===== src/inc/fsp_regs.svh =====
/*
  opcode, count and layout constants for the status/protect block.
  assumes: included by bare name wherever a constant is needed.
*/
`ifndef FSP_REGS_SVH
`define FSP_REGS_SVH

// instruction codes seen on the serial link
`define OPC_WR_ENABLE  8'h06
`define OPC_WR_DISABLE 8'h04
`define OPC_RD_LOW     8'h05
`define OPC_RD_HIGH    8'h35
`define OPC_WR_STATUS  8'h01
`define OPC_PAGE_PROG  8'h02
`define OPC_SECT_ERASE 8'h20
`define OPC_BLK_ERASE  8'hd8
`define OPC_SUSPEND    8'h75
`define OPC_RESUME     8'h7a

// byte counts (opcode included) that make a command whole, and the last bit index of a byte
`define NB_SINGLE   3'h1
`define NB_SR_ONE   3'h2
`define NB_SR_TWO   3'h3
`define NB_ADDR     3'h4
`define NB_PROG_MIN 3'h5
`define LAST_BIT    3'h7

// array geometry, counted in 4KB sectors
`define SECT_HI     21
`define SECT_LO     12
`define BLK_LO      16
`define NSECT       11'h400
`define BLK_FIRST   4'h0
`define BLK_LAST    4'hf

`endif


===== src/inc/fsp_pkg.sv =====
/*
  types of the status/protect block: register layouts, modes, pins.
  assumes: fsp_regs.svh holds the numeric constants.
*/
package fsp_pkg;

  // first status register, msb first
  typedef struct packed {
    logic status_guard_low;
    logic small_unit_protect;
    logic protect_origin_select;
    logic range_bit_two;
    logic range_bit_one;
    logic range_bit_zero;
    logic write_enable_latch;
    logic busy_flag;
  } fsp_sr1_s;

  // second status register, msb first
  typedef struct packed {
    logic paused_operation_flag;
    logic complement_map;
    logic otp_lock_three;
    logic otp_lock_two;
    logic otp_lock_one;
    logic reserved;
    logic quad_lines_enable;
    logic status_guard_high;
  } fsp_sr2_s;

  // synchronised link pins
  typedef struct packed {
    logic cs_n;
    logic sclk;
    logic si;
    logic wp_n;
  } fsp_pins_s;

  // embedded operation state, gray along idle-run-paused
  typedef enum logic [1:0] {
    OP_IDLE  = 2'h0,
    OP_RUN   = 2'h1,
    OP_PAUSE = 2'h3
  } fsp_op_e;

  // status write guard mode {high, low}
  typedef enum logic [1:0] {
    SG_SOFT = 2'h0,
    SG_HW   = 2'h1,
    SG_LOCK = 2'h2,
    SG_OTP  = 2'h3
  } fsp_guard_e;

endpackage : fsp_pkg


===== src/design/fsp_sync.sv =====
/*
  two-flop synchroniser for a group of asynchronous levels.
  assumes: inputs are levels, readers tolerate two cycles of lag.
*/
`timescale 1ns/1ps
module fsp_sync #(
  parameter int WIDTH = 4
) (
  input  wire logic             clk,
  input  wire logic             reset,
  input  wire logic [WIDTH-1:0] async_in,
  output logic      [WIDTH-1:0] sync_out
);
  logic [WIDTH-1:0] meta;  // first stage, read only by sync_out

  // plain two-stage capture; reset value idles the link (all high)
  always_ff @(posedge clk) begin
    if (reset) begin
      meta     <= '1;
      sync_out <= '1;
    end else begin
      meta     <= async_in;
      sync_out <= meta;
    end
  end
endmodule : fsp_sync


===== src/design/fsp_top.sv =====
/*
  status/control register pair of a serial nor flash, with write guard,
  array protection check, embedded-operation timing and suspend.
  assumes: serial clock well below clk/4; reset is power-on (factory
  state); power_cycle is a one-cycle pulse from clk-domain logic.
*/
// How it works
// - busy bit high while an operation runs
// - write latch low refuses writes, programs, erases
// - protection bits change only by status write
// - protected area refuses program and erase
// - protection bits locked under hardware guard while the pin is low
// - unit bit picks 64KB blocks or 4KB sectors
// - origin bit picks top-down or bottom-up range
// - three range bits size it, zero none
// - complement bit inverts the protected area
// - quad bit turns guard pins into data
// - lock bits make security registers read-only
// - lock bits start clear, set once, stay
// - suspend instruction sets read-only paused flag
// - resume or power cycle clears paused flag
// - guard pair picks status write protection mode
// - high guard bit reinterprets the low one
// - defined status bits reset to zero
// - lock-down refuses writes until power cycle
// - hardware guard with pin low locks status
`timescale 1ns/1ps
`include "fsp_regs.svh"
module fsp_top
  import fsp_pkg::*;
#(
  parameter int PROG_CYCLES  = 1000,  // page program busy time
  parameter int ERASE_CYCLES = 4000,  // sector/block erase busy time
  parameter int WRSR_CYCLES  = 200    // status write busy time
) (
  input  wire logic       clk,
  input  wire logic       reset,
  input  wire logic       power_cycle,
  input  wire logic       cs_n,
  input  wire logic       sclk,
  input  wire logic       si,
  input  wire logic       wp_n,
  output logic            so_out,
  output logic            so_oe_n,
  output logic            quad_lines_enable,
  output logic [2:0]      otp_locks,
  output logic            busy_flag
);
  fsp_pins_s   pin_q;          // synchronised pins
  logic        sclk_d;         // previous sclk level
  logic        cs_d;           // previous cs_n level
  logic [2:0]  bit_cnt;        // bits of current byte
  logic [2:0]  byte_cnt;       // whole bytes, saturating
  logic [7:0]  shift;          // incoming byte
  logic [7:0]  opcode;         // first byte of command
  logic [23:0] addr;           // address or data bytes
  fsp_sr1_s    sr1;            // first status register
  fsp_sr2_s    sr2;            // second status register
  fsp_op_e     op;             // embedded operation state
  logic        op_is_wrsr;     // running op cannot be suspended
  logic [31:0] op_cnt;         // cycles left in the operation
  logic        reading;        // status read in progress
  logic        rd_high;        // which register is read

  logic        sclk_rise;
  logic        sclk_fall;
  logic        cs_rise;
  logic        whole;
  logic [7:0]  byte_in;
  logic        wp_ok;
  logic        sr_writable;
  fsp_guard_e  guard;
  logic        prog_hit;
  logic        erase_hit;
  fsp_sr1_s    next_sr1;
  fsp_sr2_s    next_sr2;
  logic [7:0]  rd_byte;

  // pins cross in through two flops before anything looks at them
  fsp_sync #(.WIDTH(4)) u_sync (
    .clk      (clk),
    .reset    (reset),
    .async_in ({cs_n, sclk, si, wp_n}),
    .sync_out (pin_q)
  );

  // protected test for one 4KB sector index
  function automatic logic prot_hit(input fsp_sr1_s s1,
                                    input logic cmp,
                                    input logic [9:0] sect);
    logic [2:0]  bp;
    logic [10:0] n;
    logic        hit;
    bp = {s1.range_bit_two, s1.range_bit_one, s1.range_bit_zero};
    // protected size in sectors; sector mode caps at half a block below all-ones, which protects all
    case (bp)
      3'h0:    n = 11'h000;
      3'h1:    n = s1.small_unit_protect ? 11'h001 : 11'h010;
      3'h2:    n = s1.small_unit_protect ? 11'h002 : 11'h020;
      3'h3:    n = s1.small_unit_protect ? 11'h004 : 11'h040;
      3'h4:    n = s1.small_unit_protect ? 11'h008 : 11'h080;
      3'h5:    n = s1.small_unit_protect ? 11'h008 : 11'h100;
      3'h6:    n = s1.small_unit_protect ? 11'h008 : 11'h200;
      default: n = `NSECT;
    endcase
    if (s1.protect_origin_select)
      hit = ({1'b0, sect} < n);
    else
      hit = ({1'b0, sect} >= (`NSECT - n));
    return hit ^ cmp;
  endfunction : prot_hit

  // edge finders on the synchronised link
  assign sclk_rise = pin_q.sclk & ~sclk_d;
  assign sclk_fall = ~pin_q.sclk & sclk_d;
  assign cs_rise   = pin_q.cs_n & ~cs_d;
  assign whole     = (bit_cnt == 3'h0);
  assign byte_in   = {shift[6:0], pin_q.si};

  // write guard: quad mode takes the pin away, so it reads high
  assign wp_ok = sr2.quad_lines_enable | pin_q.wp_n;
  assign guard = fsp_guard_e'({sr2.status_guard_high,
                               sr1.status_guard_low});
  always_comb begin
    case (guard)
      SG_SOFT: sr_writable = sr1.write_enable_latch;
      SG_HW:   sr_writable = sr1.write_enable_latch & wp_ok;
      default: sr_writable = 1'b0;
    endcase
  end

  // a block erase touches protection iff either end sector does
  assign prog_hit  = prot_hit(sr1, sr2.complement_map,
                              addr[`SECT_HI:`SECT_LO]);
  assign erase_hit = (opcode == `OPC_BLK_ERASE) ?
    (prot_hit(sr1, sr2.complement_map,
              {addr[`SECT_HI:`BLK_LO], `BLK_FIRST}) |
     prot_hit(sr1, sr2.complement_map,
              {addr[`SECT_HI:`BLK_LO], `BLK_LAST})) : prog_hit;

  // edge history of clock and select
  always_ff @(posedge clk) begin
    if (reset) begin
      sclk_d <= 1'b1;
      cs_d   <= 1'b1;
    end else begin
      sclk_d <= pin_q.sclk;
      cs_d   <= pin_q.cs_n;
    end
  end

  // byte assembly; deselect restarts framing
  always_ff @(posedge clk) begin
    if (reset || pin_q.cs_n) begin
      bit_cnt  <= 3'h0;
      byte_cnt <= 3'h0;
    end else if (sclk_rise) begin
      bit_cnt <= bit_cnt + 3'h1;
      // page data beyond the address only needs counting
      if (bit_cnt == `LAST_BIT && byte_cnt != 3'h7)
        byte_cnt <= byte_cnt + 3'h1;
    end
  end

  // shift register, opcode and address capture
  always_ff @(posedge clk) begin
    if (reset) begin
      shift  <= 8'h00;
      opcode <= 8'h00;
      addr   <= 24'h000000;
    end else if (!pin_q.cs_n && sclk_rise) begin
      shift <= byte_in;
      if (bit_cnt == `LAST_BIT) begin
        if (byte_cnt == 3'h0)
          opcode <= byte_in;
        else if (byte_cnt < `NB_ADDR)
          addr <= {addr[15:0], byte_in};
      end
    end
  end

  // candidate values for a status write; busy and latch are not data
  always_comb begin
    next_sr1 = sr1;
    next_sr2 = sr2;
    if (byte_cnt == `NB_SR_TWO) begin
      next_sr1 = fsp_sr1_s'(addr[15:8]);
      next_sr2 = fsp_sr2_s'(addr[7:0]);
    end else begin
      next_sr1 = fsp_sr1_s'(addr[7:0]);
    end
    next_sr1.busy_flag          = 1'b1;
    next_sr1.write_enable_latch = 1'b0;
    // paused flag is read-only, reserved bit is dropped
    next_sr2.paused_operation_flag = sr2.paused_operation_flag;
    next_sr2.reserved              = 1'b0;
    // lock bits only ever gain ones
    next_sr2.otp_lock_three = next_sr2.otp_lock_three |
                              sr2.otp_lock_three;
    next_sr2.otp_lock_two   = next_sr2.otp_lock_two | sr2.otp_lock_two;
    next_sr2.otp_lock_one   = next_sr2.otp_lock_one | sr2.otp_lock_one;
  end

  // status registers and the embedded operation, one owner for both
  always_ff @(posedge clk) begin
    if (reset) begin
      sr1        <= '0;
      sr2        <= '0;
      op         <= OP_IDLE;
      op_is_wrsr <= 1'b0;
      op_cnt     <= 32'h0;
    end else if (power_cycle) begin
      // supply loss aborts work; volatile bits and lock-down clear
      sr1.busy_flag              <= 1'b0;
      sr1.write_enable_latch     <= 1'b0;
      sr2.paused_operation_flag  <= 1'b0;
      if (guard == SG_LOCK)
        sr2.status_guard_high    <= 1'b0;
      op     <= OP_IDLE;
      op_cnt <= 32'h0;
    end else begin
      // countdown of the running operation
      if (op == OP_RUN) begin
        if (op_cnt <= 32'h1) begin
          op            <= OP_IDLE;
          sr1.busy_flag <= 1'b0;
        end else begin
          op_cnt <= op_cnt - 32'h1;
        end
      end
      // commands act on deselect, and only when byte-aligned
      if (cs_rise && whole) begin
        case (opcode)
          `OPC_WR_ENABLE: begin
            if (op == OP_IDLE && byte_cnt == `NB_SINGLE)
              sr1.write_enable_latch <= 1'b1;
          end
          `OPC_WR_DISABLE: begin
            if (op == OP_IDLE && byte_cnt == `NB_SINGLE)
              sr1.write_enable_latch <= 1'b0;
          end
          `OPC_WR_STATUS: begin
            // guard and latch together decide; refusal leaves all
            if (op == OP_IDLE && sr_writable &&
                (byte_cnt == `NB_SR_ONE ||
                 byte_cnt == `NB_SR_TWO)) begin
              sr1        <= next_sr1;
              sr2        <= next_sr2;
              op         <= OP_RUN;
              op_is_wrsr <= 1'b1;
              op_cnt     <= 32'(WRSR_CYCLES);
            end
          end
          `OPC_PAGE_PROG: begin
            if (op == OP_IDLE && sr1.write_enable_latch &&
                byte_cnt >= `NB_PROG_MIN && !prog_hit) begin
              sr1.busy_flag          <= 1'b1;
              sr1.write_enable_latch <= 1'b0;
              op         <= OP_RUN;
              op_is_wrsr <= 1'b0;
              op_cnt     <= 32'(PROG_CYCLES);
            end
          end
          `OPC_SECT_ERASE, `OPC_BLK_ERASE: begin
            if (op == OP_IDLE && sr1.write_enable_latch &&
                byte_cnt == `NB_ADDR && !erase_hit) begin
              sr1.busy_flag          <= 1'b1;
              sr1.write_enable_latch <= 1'b0;
              op         <= OP_RUN;
              op_is_wrsr <= 1'b0;
              op_cnt     <= 32'(ERASE_CYCLES);
            end
          end
          `OPC_SUSPEND: begin
            // a status write is too short to be worth pausing
            if (op == OP_RUN && !op_is_wrsr &&
                byte_cnt == `NB_SINGLE) begin
              op                        <= OP_PAUSE;
              sr1.busy_flag             <= 1'b0;
              sr2.paused_operation_flag <= 1'b1;
            end
          end
          `OPC_RESUME: begin
            if (op == OP_PAUSE && byte_cnt == `NB_SINGLE) begin
              op                        <= OP_RUN;
              sr1.busy_flag             <= 1'b1;
              sr2.paused_operation_flag <= 1'b0;
            end
          end
          default: begin
          end
        endcase
      end
    end
  end

  // live register image for reads; reserved bit forced low
  always_comb begin
    rd_byte = rd_high ? 8'(sr2) : 8'(sr1);
    if (rd_high)
      rd_byte[2] = 1'b0;
  end

  // read mode opens after the opcode byte of a status read
  always_ff @(posedge clk) begin
    if (reset || pin_q.cs_n) begin
      reading <= 1'b0;
      rd_high <= 1'b0;
    end else if (sclk_rise && bit_cnt == `LAST_BIT &&
                 byte_cnt == 3'h0) begin
      reading <= (byte_in == `OPC_RD_LOW) ||
                 (byte_in == `OPC_RD_HIGH);
      rd_high <= (byte_in == `OPC_RD_HIGH);
    end
  end

  // serial out on falling edges; value tracks busy live each byte
  always_ff @(posedge clk) begin
    if (reset || pin_q.cs_n) begin
      so_out  <= 1'b0;
      so_oe_n <= 1'b1;
    end else if (reading && sclk_fall) begin
      so_out  <= rd_byte[3'h7 - bit_cnt];
      so_oe_n <= 1'b0;
    end
  end

  // side outputs, registered copies of state
  always_ff @(posedge clk) begin
    if (reset) begin
      quad_lines_enable <= 1'b0;
      otp_locks         <= 3'h0;
      busy_flag         <= 1'b0;
    end else begin
      quad_lines_enable <= sr2.quad_lines_enable;
      otp_locks         <= {sr2.otp_lock_three, sr2.otp_lock_two,
                            sr2.otp_lock_one};
      busy_flag         <= sr1.busy_flag;
    end
  end

  logic wrsr_go;
  assign wrsr_go = cs_rise && whole && opcode == `OPC_WR_STATUS &&
                   op == OP_IDLE && !power_cycle;
endmodule : fsp_top


===== config.mk =====
export PLATFORM = sky130hd
export DESIGN_NAME = fsp_top
export DESIGN_NICKNAME = d
export VERILOG_FILES = /design/src/inc/fsp_pkg.sv /design/src/design/fsp_sync.sv /design/src/design/fsp_top.sv
export VERILOG_INCLUDE_DIRS = /design/src /design/src/inc
export SDC_FILE = /design/constraint.sdc
export NUM_CORES = 1
export LEC_CHECK = 0
export BUFFER_PORTS_ARGS = -buffer_cell sky130_fd_sc_hd__buf_2
export CORE_ASPECT_RATIO = 1.25
export CORE_MARGIN = 2
export CORE_UTILIZATION = 57
export CTS_BUF_LIST = sky130_fd_sc_hd__clkbuf_8 sky130_fd_sc_hd__clkbuf_16
export CTS_CLUSTER_SIZE = 14
export DETAILED_ROUTE_END_ITERATION = 10
export GPL_ROUTABILITY_DRIVEN = 0
export PLACE_DENSITY = 0.84
export SYNTH_ARGS = -nofsm -noshare
export SYNTH_HDL_FRONTEND = slang
export SYNTH_SLANG_ARGS = --single-unit

===== constraint.sdc =====
create_clock -name clk -period 4.65 [get_ports clk]
set_clock_uncertainty 0.15 [all_clocks]
set_input_delay 0.465 -clock clk [delete_from_list [all_inputs] [get_ports clk]]
set_output_delay 0.465 -clock clk [all_outputs]
set_load 0.1 [all_outputs]

## Word level (Yosys, flattened, before mapping)

Cells that the tools add are included.

- Bits in registers: 112
- Output and inout port bits: 7
- Word-level logic and storage cells: 206

- $add $sub $neg: 5
- Magnitude comparators: 10
- Equal/unequal tests: 34
- Multiplexer cells: 58
- Bitwise operators: 18
- Reductions and logical operators: 47

Operator list:

| cell | count |
|---|---|
| $mux W32 | 6 |
| $pmux W32 S3 | 1 |
| $pmux W11 S7 | 1 |
| $ge A10 B11 Y1 | 3 |
| $lt A10 B11 Y1 | 3 |
| $le A32 B1 Y1 const B | 1 |
| $sub A32 B1 Y32 const B | 1 |
| $eq A8 B3 Y1 const B | 3 |
| $mux W8 | 3 |
| $mux W1 | 23 |
| $mux W2 | 11 |
| $logic_and A1 B1 Y1 | 17 |
| $eq A8 B6 Y1 const B | 2 |
| $eq A8 B7 Y1 const B | 2 |
| $eq A3 B3 Y1 const B | 5 |
| $reduce_and A5 Y1 | 3 |
| $ne A2 B2 Y1 const B | 7 |
| $eq A3 B2 Y1 const B | 4 |
| $mux W6 | 2 |
| $sub A11 B11 Y11 const A | 1 |
| $mux W10 | 1 |
| $pmux W1 S5 | 2 |
| $pmux W2 S5 | 1 |
| $reduce_bool A2 Y1 | 5 |
| 35 further kinds | 64 |

## Depth between registers and ports, before layout

- Word-level depth: 13
- Gate-level depth with buffers: 20

## Modules after synthesis

A second synthesis with hierarchy kept.

- Cell total of the unflattened synthesis: 707
- Area total of the unflattened synthesis: 5,925.7 um^2

By module, submodules not included:

| module | times used | cells an instance | area each (um^2) |
|---|---|---|---|
| fsp_top | 1 | 691 | 5,715.5 |
| fsp_sync | 1 | 16 | 210.2 |

## Worst setup path after synthesis

No wires, ideal clock.

- Kind: reg2reg
- Start point: register sr1[4] (netlist name)
- End point: register op_cnt[17]
- Library setup time: 0.132 ns
- Arrival: 4.183 ns
- Data required time: 4.368 ns
- Slack: 0.185 ns
- Stages on the path, launching flop included: 21
- Path buffers: 4
- Cells stage by stage: dfxtp_1 > clkbuf_1 > clkbuf_1 > nor2_1 > nand2_1 > ha_1 > clkbuf_1 > nor3_1 > a21oi_1 > o22ai_1 > a22o_1 > ha_1 > a21o_1 > a21oi_1 > nor2b_1 > o221ai_1 > a2111oi_0 > nor3_1 > a211oi_2 > buf_2 > nor3_1

- Word-level cells in the longest chain between the ends: 13
- Elaborated cells on any way between the ends: 31

RTL lines:

| element | line | source |
|---|---|---|
| start: declaration | fsp_top.sv:57 | `fsp_sr1_s sr1;` |
| start signal: assignment | fsp_top.sv:247 | `sr1 <= next_sr1;` |
| $eq A3 B3 Y1 (tied with other cells) | fsp_top.sv:96 | `case (bp)` |
| $pmux W11 S7 * | fsp_top.sv:96 |  |
| $sub A11 B11 Y11 (no source line) | - |  |
| $ge A10 B11 Y1 | fsp_top.sv:109 | `` hit = ({1'b0, sect} >= (`NSECT - n)); `` |
| $mux W1 | fsp_top.sv:106 | `if (s1.protect_origin_select)` |
| $xor A1 B1 Y1 | fsp_top.sv:110 | `return hit ^ cmp;` |
| $or A1 B1 Y1 | fsp_top.sv:136 | `(prot_hit(sr1, sr2.complement_map,` |
| $mux W1 | fsp_top.sv:135 | `` assign erase_hit = (opcode == `OPC_BLK_ERASE) ? `` |
| $logic_not A1 Y1 | fsp_top.sv:266 | `` byte_cnt == `NB_ADDR && !erase_hit) begin `` |
| $logic_and A1 B1 Y1 | fsp_top.sv:265 | `if (op == OP_IDLE && sr1.write_enable_latch &&` |
| $mux W32 | fsp_top.sv:265 |  |
| $pmux W32 S3 * | fsp_top.sv:233 | `case (opcode)` |
| $mux W32 * | fsp_top.sv:232 | `if (cs_rise && whole) begin` |
| end signal: assignment | fsp_top.sv:228 | `op_cnt <= op_cnt - 32'h1;` |
| end signal: assignment | fsp_top.sv:261 | `op_cnt <= 32'(PROG_CYCLES);` |
| end signal: assignment | fsp_top.sv:271 | `op_cnt <= 32'(ERASE_CYCLES);` |
| end: declaration | fsp_top.sv:61 | `logic [31:0] op_cnt;` |

Mark *: on every way between the ends. The rest lies on a longest branch, timed or not.
A chain may end at the register's enable or synchronous reset.

## Worst setup path in the final report

- Start point: register sr1[6] (netlist name)
- End point: register op_is_wrsr

- Word-level cells in the longest chain between the ends: 12
- Elaborated cells on any way between the ends: 29

RTL lines:

| element | line | source |
|---|---|---|
| $mux W5 (tied with other cells) | fsp_top.sv:98 | `3'h1: n = s1.small_unit_protect ? 11'h001 : 11'h010;` |
| $pmux W11 S7 * | fsp_top.sv:96 |  |
| $sub A11 B11 Y11 (no source line) | - |  |
| $ge A10 B11 Y1 | fsp_top.sv:109 |  |
| $mux W1 | fsp_top.sv:106 |  |
| $xor A1 B1 Y1 | fsp_top.sv:110 |  |
| $or A1 B1 Y1 | fsp_top.sv:136 |  |
| $mux W1 | fsp_top.sv:135 |  |
| $logic_not A1 Y1 | fsp_top.sv:266 |  |
| $logic_and A1 B1 Y1 | fsp_top.sv:265 |  |
| $ne A2 B2 Y1 (no source line) | - |  |
| $reduce_and A6 Y1 (no source line) * | - |  |
| end signal: assignment | fsp_top.sv:250 | `op_is_wrsr <= 1'b1;` |
| end signal: assignment | fsp_top.sv:260 | `op_is_wrsr <= 1'b0;` |
| end signal: assignment | fsp_top.sv:270 | `op_is_wrsr <= 1'b0;` |
| end: declaration | fsp_top.sv:60 | `logic op_is_wrsr;` |

Marked as above.

==> impl_metrics.toml <==
[status]
outcome = "completed"

[setup_path]
cp_num_buf_inv = 2
crit_chain = "inv_1, nor2_1, nand2_1, ha_2, nor3_1, a21oi_1, o22ai_1, a22o_1, ha_1, a21o_1, a21oi_1, nor2b_1, o221ai_2, o211a_1, a2111oi_4, a211oi_2, buf_4, o311ai_1"
crit_slowest_cell = "a2111oi_4"
crit_top_cell = "a21oi_1"
crit_fanout = 25
critical_path_required_ps = 4750
crit_path_end_kind = "register"
path_delay_family = "compound AO/OA/AOI/OAI gates"
start_kind = "register"
max_stage_delay_ps = 510
crit_type = "register to register"
crit_arrival_ps = 4340

[clocking]
cts.path.max_buffers = 2
htreeDepth = 3
clk_latency_ps = 350
cts_root_buf = "clkbuf_16"
cts_hold_buf = 0
postCtsSetupRepairBufs = 0
numCtsBuffers = 9
clk_pin_slew_ps = 70
cts_sinks = 112
cts_resized = 0
cts_tree = "done"

[yosys]
synth-edff-count = 0
synth-main-ff-cell = "dfxtp_1"
netlist_instances = 703
synth_seq_cells = 112
async_flop_share = 0
ys_types = 75
yosysWarnings = 0
synth_nets = 743
synth_area_um2 = 6010
synth_area_per_cell_um2 = 8.55
seq_area_frac_synth = 0.373

[power]
intPower_w = 0.00141
p_sw_w = 0.000381
p_total_w = 0.00179
combinationalPowerShare = 0.014
p_leak_nw = 2.37
p_seq_frac = 0.538
clkPwrFrac = 0.448
p_per_area_nw_per_um2 = 277
switching_share = 0.213
vdd_drop_max_mv = 0.168

[finish]
fin_area_um2 = 6470
multi_input_area_um2 = 3540
fin_nets = 737
insertedDiodeCount = 0
synthToLayoutAreaGrowth_pct = 7.68
final.fill_count = 831
regArea_um2 = 2240
drive_gt1_frac = 0.103

[global_route]
grt_start_max_net_pins = 67
track_usage = 0.247
grt_pass1_vias = 4957
overflow = 0
grt_pass1_wl_mm = 22.5
antenna_found_initial = 0

[place]
place_area_um2 = 6150
dpl.hpwl_mm = 10.2
io_buffers = 13

[sta]
rsz0062_at_grt = "false"
fmax_ghz = 0.236
drv_slew = 0
finalHoldViolCount = 0
relSlewSlack = 0.252
worst_slew_pin_slew_ps = 1120
fin_crit_ps = 4240
finalSetupViolations = 0
finalCritPeriodShare = 0.911
fin_hold_ws_ps = 147
setup_tns_ps = 0

[floorplanning]
die_width_um = 95.9
pin_count = 14
fp.dieArea_um2 = 11400
core_area_um2 = 10200
start_util = 0.589
placementRows = 41
fp.dieH_um = 119

[routing]
ant_nets = 0
viasPerCell = 6.18
wl_per_cell_um = 16.5
drt_iter0_drc = 293
drc = 0
via_count = 5127
wl_mm = 13.7
dr.pass1.iters = 4

[min_path]
hold_class = "input port to register"

[flow_run]
drv_cap = 0
kinds of logic after synthesis:
group           after synthesis  share of synthesized area
simple gates                305                      0.259
flops                       112                      0.373
mux                          29                     0.0566
buf+inv                      60                     0.0404
xor+xnor                     35                     0.0510
fa+ha+maj                    34                     0.0706
compound gates              128                      0.150
synthesized netlist by cell type (4+ instances only):
| master | instances | share of area |
|---|---|---|
| mux2i_1 | 25 | 0.042 |
| xor2_1 | 12 | 0.017 |
| inv_1 | 21 | 0.013 |
| and3_1 | 4 | 0.0042 |
| dfxtp_1 | 112 | 0.37 |
| o21ai_0 | 14 | 0.012 |
| nor3_1 | 37 | 0.031 |
| or4_1 | 7 | 0.0087 |
| nor4_1 | 12 | 0.012 |
| nand2b_1 | 8 | 0.0083 |
| nand3b_1 | 5 | 0.0062 |
| a21o_1 | 9 | 0.011 |
| mux4_2 | 4 | 0.015 |
| nor2_1 | 73 | 0.046 |
| a21oi_1 | 43 | 0.036 |
| nand3_1 | 19 | 0.016 |
| nor2b_1 | 13 | 0.014 |
| nand4_1 | 5 | 0.0052 |
| nand2_1 | 81 | 0.051 |
| a211oi_1 | 12 | 0.015 |
| ha_1 | 33 | 0.069 |
| clkbuf_1 | 32 | 0.020 |
| or2_2 | 12 | 0.012 |
| o22ai_1 | 5 | 0.0052 |
| xnor2_1 | 23 | 0.034 |
through the flow:
step | setup slack (ps) | cells | utilization
3_3_place_gp | 436 | 815 | 0.602
6_report | 414 | 830 | 0.634
3_5_place_dp | 275 | 815 | 0.602
5_1_grt | 94.6 | 830 | 0.634
2_1_floorplan | 185 | 703 | -
4_1_cts | 239 | 830 | 0.633
worst reg2reg max path: cells and delay by family (launching register included):
family / cells / cell delay [ps]
flip-flops: 1 / 480
buffers and inverters: 2 / 350
AND/OR/NAND/NOR: 4 / 700
adder cells (fa/ha/maj): 2 / 520
AO/OA/AOI/OAI: 10 / 1940
placed cells by master (no fill, tap or decap), types with 3 or more instances in the layout:
| cell type | Yosys | layout |
|---|---|---|
| nand2_1 | 81 | 81 |
| or4_1 | 7 | 7 |
| or3_1 | 3 | 3 |
| buf_4 | 0 | 9 |
| o31ai_1 | 3 | 3 |
| o21ai_0 | 14 | 14 |
| nor3_1 | 37 | 37 |
| a21o_1 | 9 | 9 |
| clkbuf_16 | 0 | 9 |
| a31oi_1 | 3 | 3 |
| and3_1 | 4 | 4 |
| nor4_1 | 12 | 11 |
| xnor2_1 | 23 | 23 |
| ha_1 | 33 | 32 |
| o2111ai_1 | 3 | 3 |
| nand4bb_1 | 3 | 3 |
| nor3b_1 | 3 | 3 |
| nand2b_1 | 8 | 8 |
| a211oi_1 | 12 | 12 |
| nor2b_1 | 13 | 13 |
| xor2_1 | 12 | 12 |
| mux2i_1 | 25 | 25 |
| o22ai_1 | 5 | 5 |
| nand4b_1 | 3 | 3 |
| nor2_1 | 73 | 73 |
| nand3_1 | 19 | 19 |
| buf_2 | 2 | 13 |
| dfxtp_1 | 112 | 112 |
| nand3b_1 | 5 | 5 |
| a211o_1 | 3 | 3 |
| inv_1 | 21 | 21 |
| or2_2 | 12 | 12 |
| a21oi_1 | 43 | 43 |
| mux4_2 | 4 | 4 |
| nand4_1 | 5 | 5 |
final timing paths:
kind                             start                       endpoint  slack (ps)  cells after the start
max reg2reg        sr1[6]$_SDFFE_PP0P_        op_is_wrsr$_SDFFE_PP0P_         410                     18
min reg2reg  u_sync.meta[1]$_SDFF_PP1_  u_sync.sync_out[1]$_SDFF_PP1_         260                      1
min                               sclk      u_sync.meta[2]$_SDFF_PP1_         150                      2
max                sr1[6]$_SDFFE_PP0P_        op_is_wrsr$_SDFFE_PP0P_         410                     18
final cells by class:
type / instances / share of cell area
clock buffer: 10 / 0.0369
clock inverter: 5 / 0.0118
inverter: 21 / 0.0122
multi-input combinational: 531 / 0.547
sequential: 112 / 0.346
tap: 129 / 0.0249
timing repair buffer: 22 / 0.0205
power groups by stage:
stage | sequential [W] | combinational, W | clock, W
global placement | 0.000986 | 0.0000241 | 0
finish | 0.000964 | 0.0000245 | 0.000803
detailed placement | 0.000987 | 0.0000244 | 0
global route | 0.000964 | 0.0000272 | 0.000850
CTS | 0.000964 | 0.0000243 | 0.000817
floorplan | 0.000986 | 0.0000183 | 0
flip-flops by register name, indices dropped and copies added, names as in the netlist, 2 cells and up:
name	cells
bit_cnt	3
shift	7
u_sync.meta	4
op_cnt	32
otp_locks	3
guard	2
addr	22
op	2
opcode	8
sr2	5
byte_cnt	3
u_sync.sync_out	4
sr1	7
metal layers:
metal,global-route usage,up-vias,part of all wire
met5,0,-,0
met2,0.428,163,0.52
met4,0.154,0,0.051
li1,-,2503,-
met1,0.276,2406,0.39
met3,0.0354,55,0.036
(Power assumes the default switching activity.)
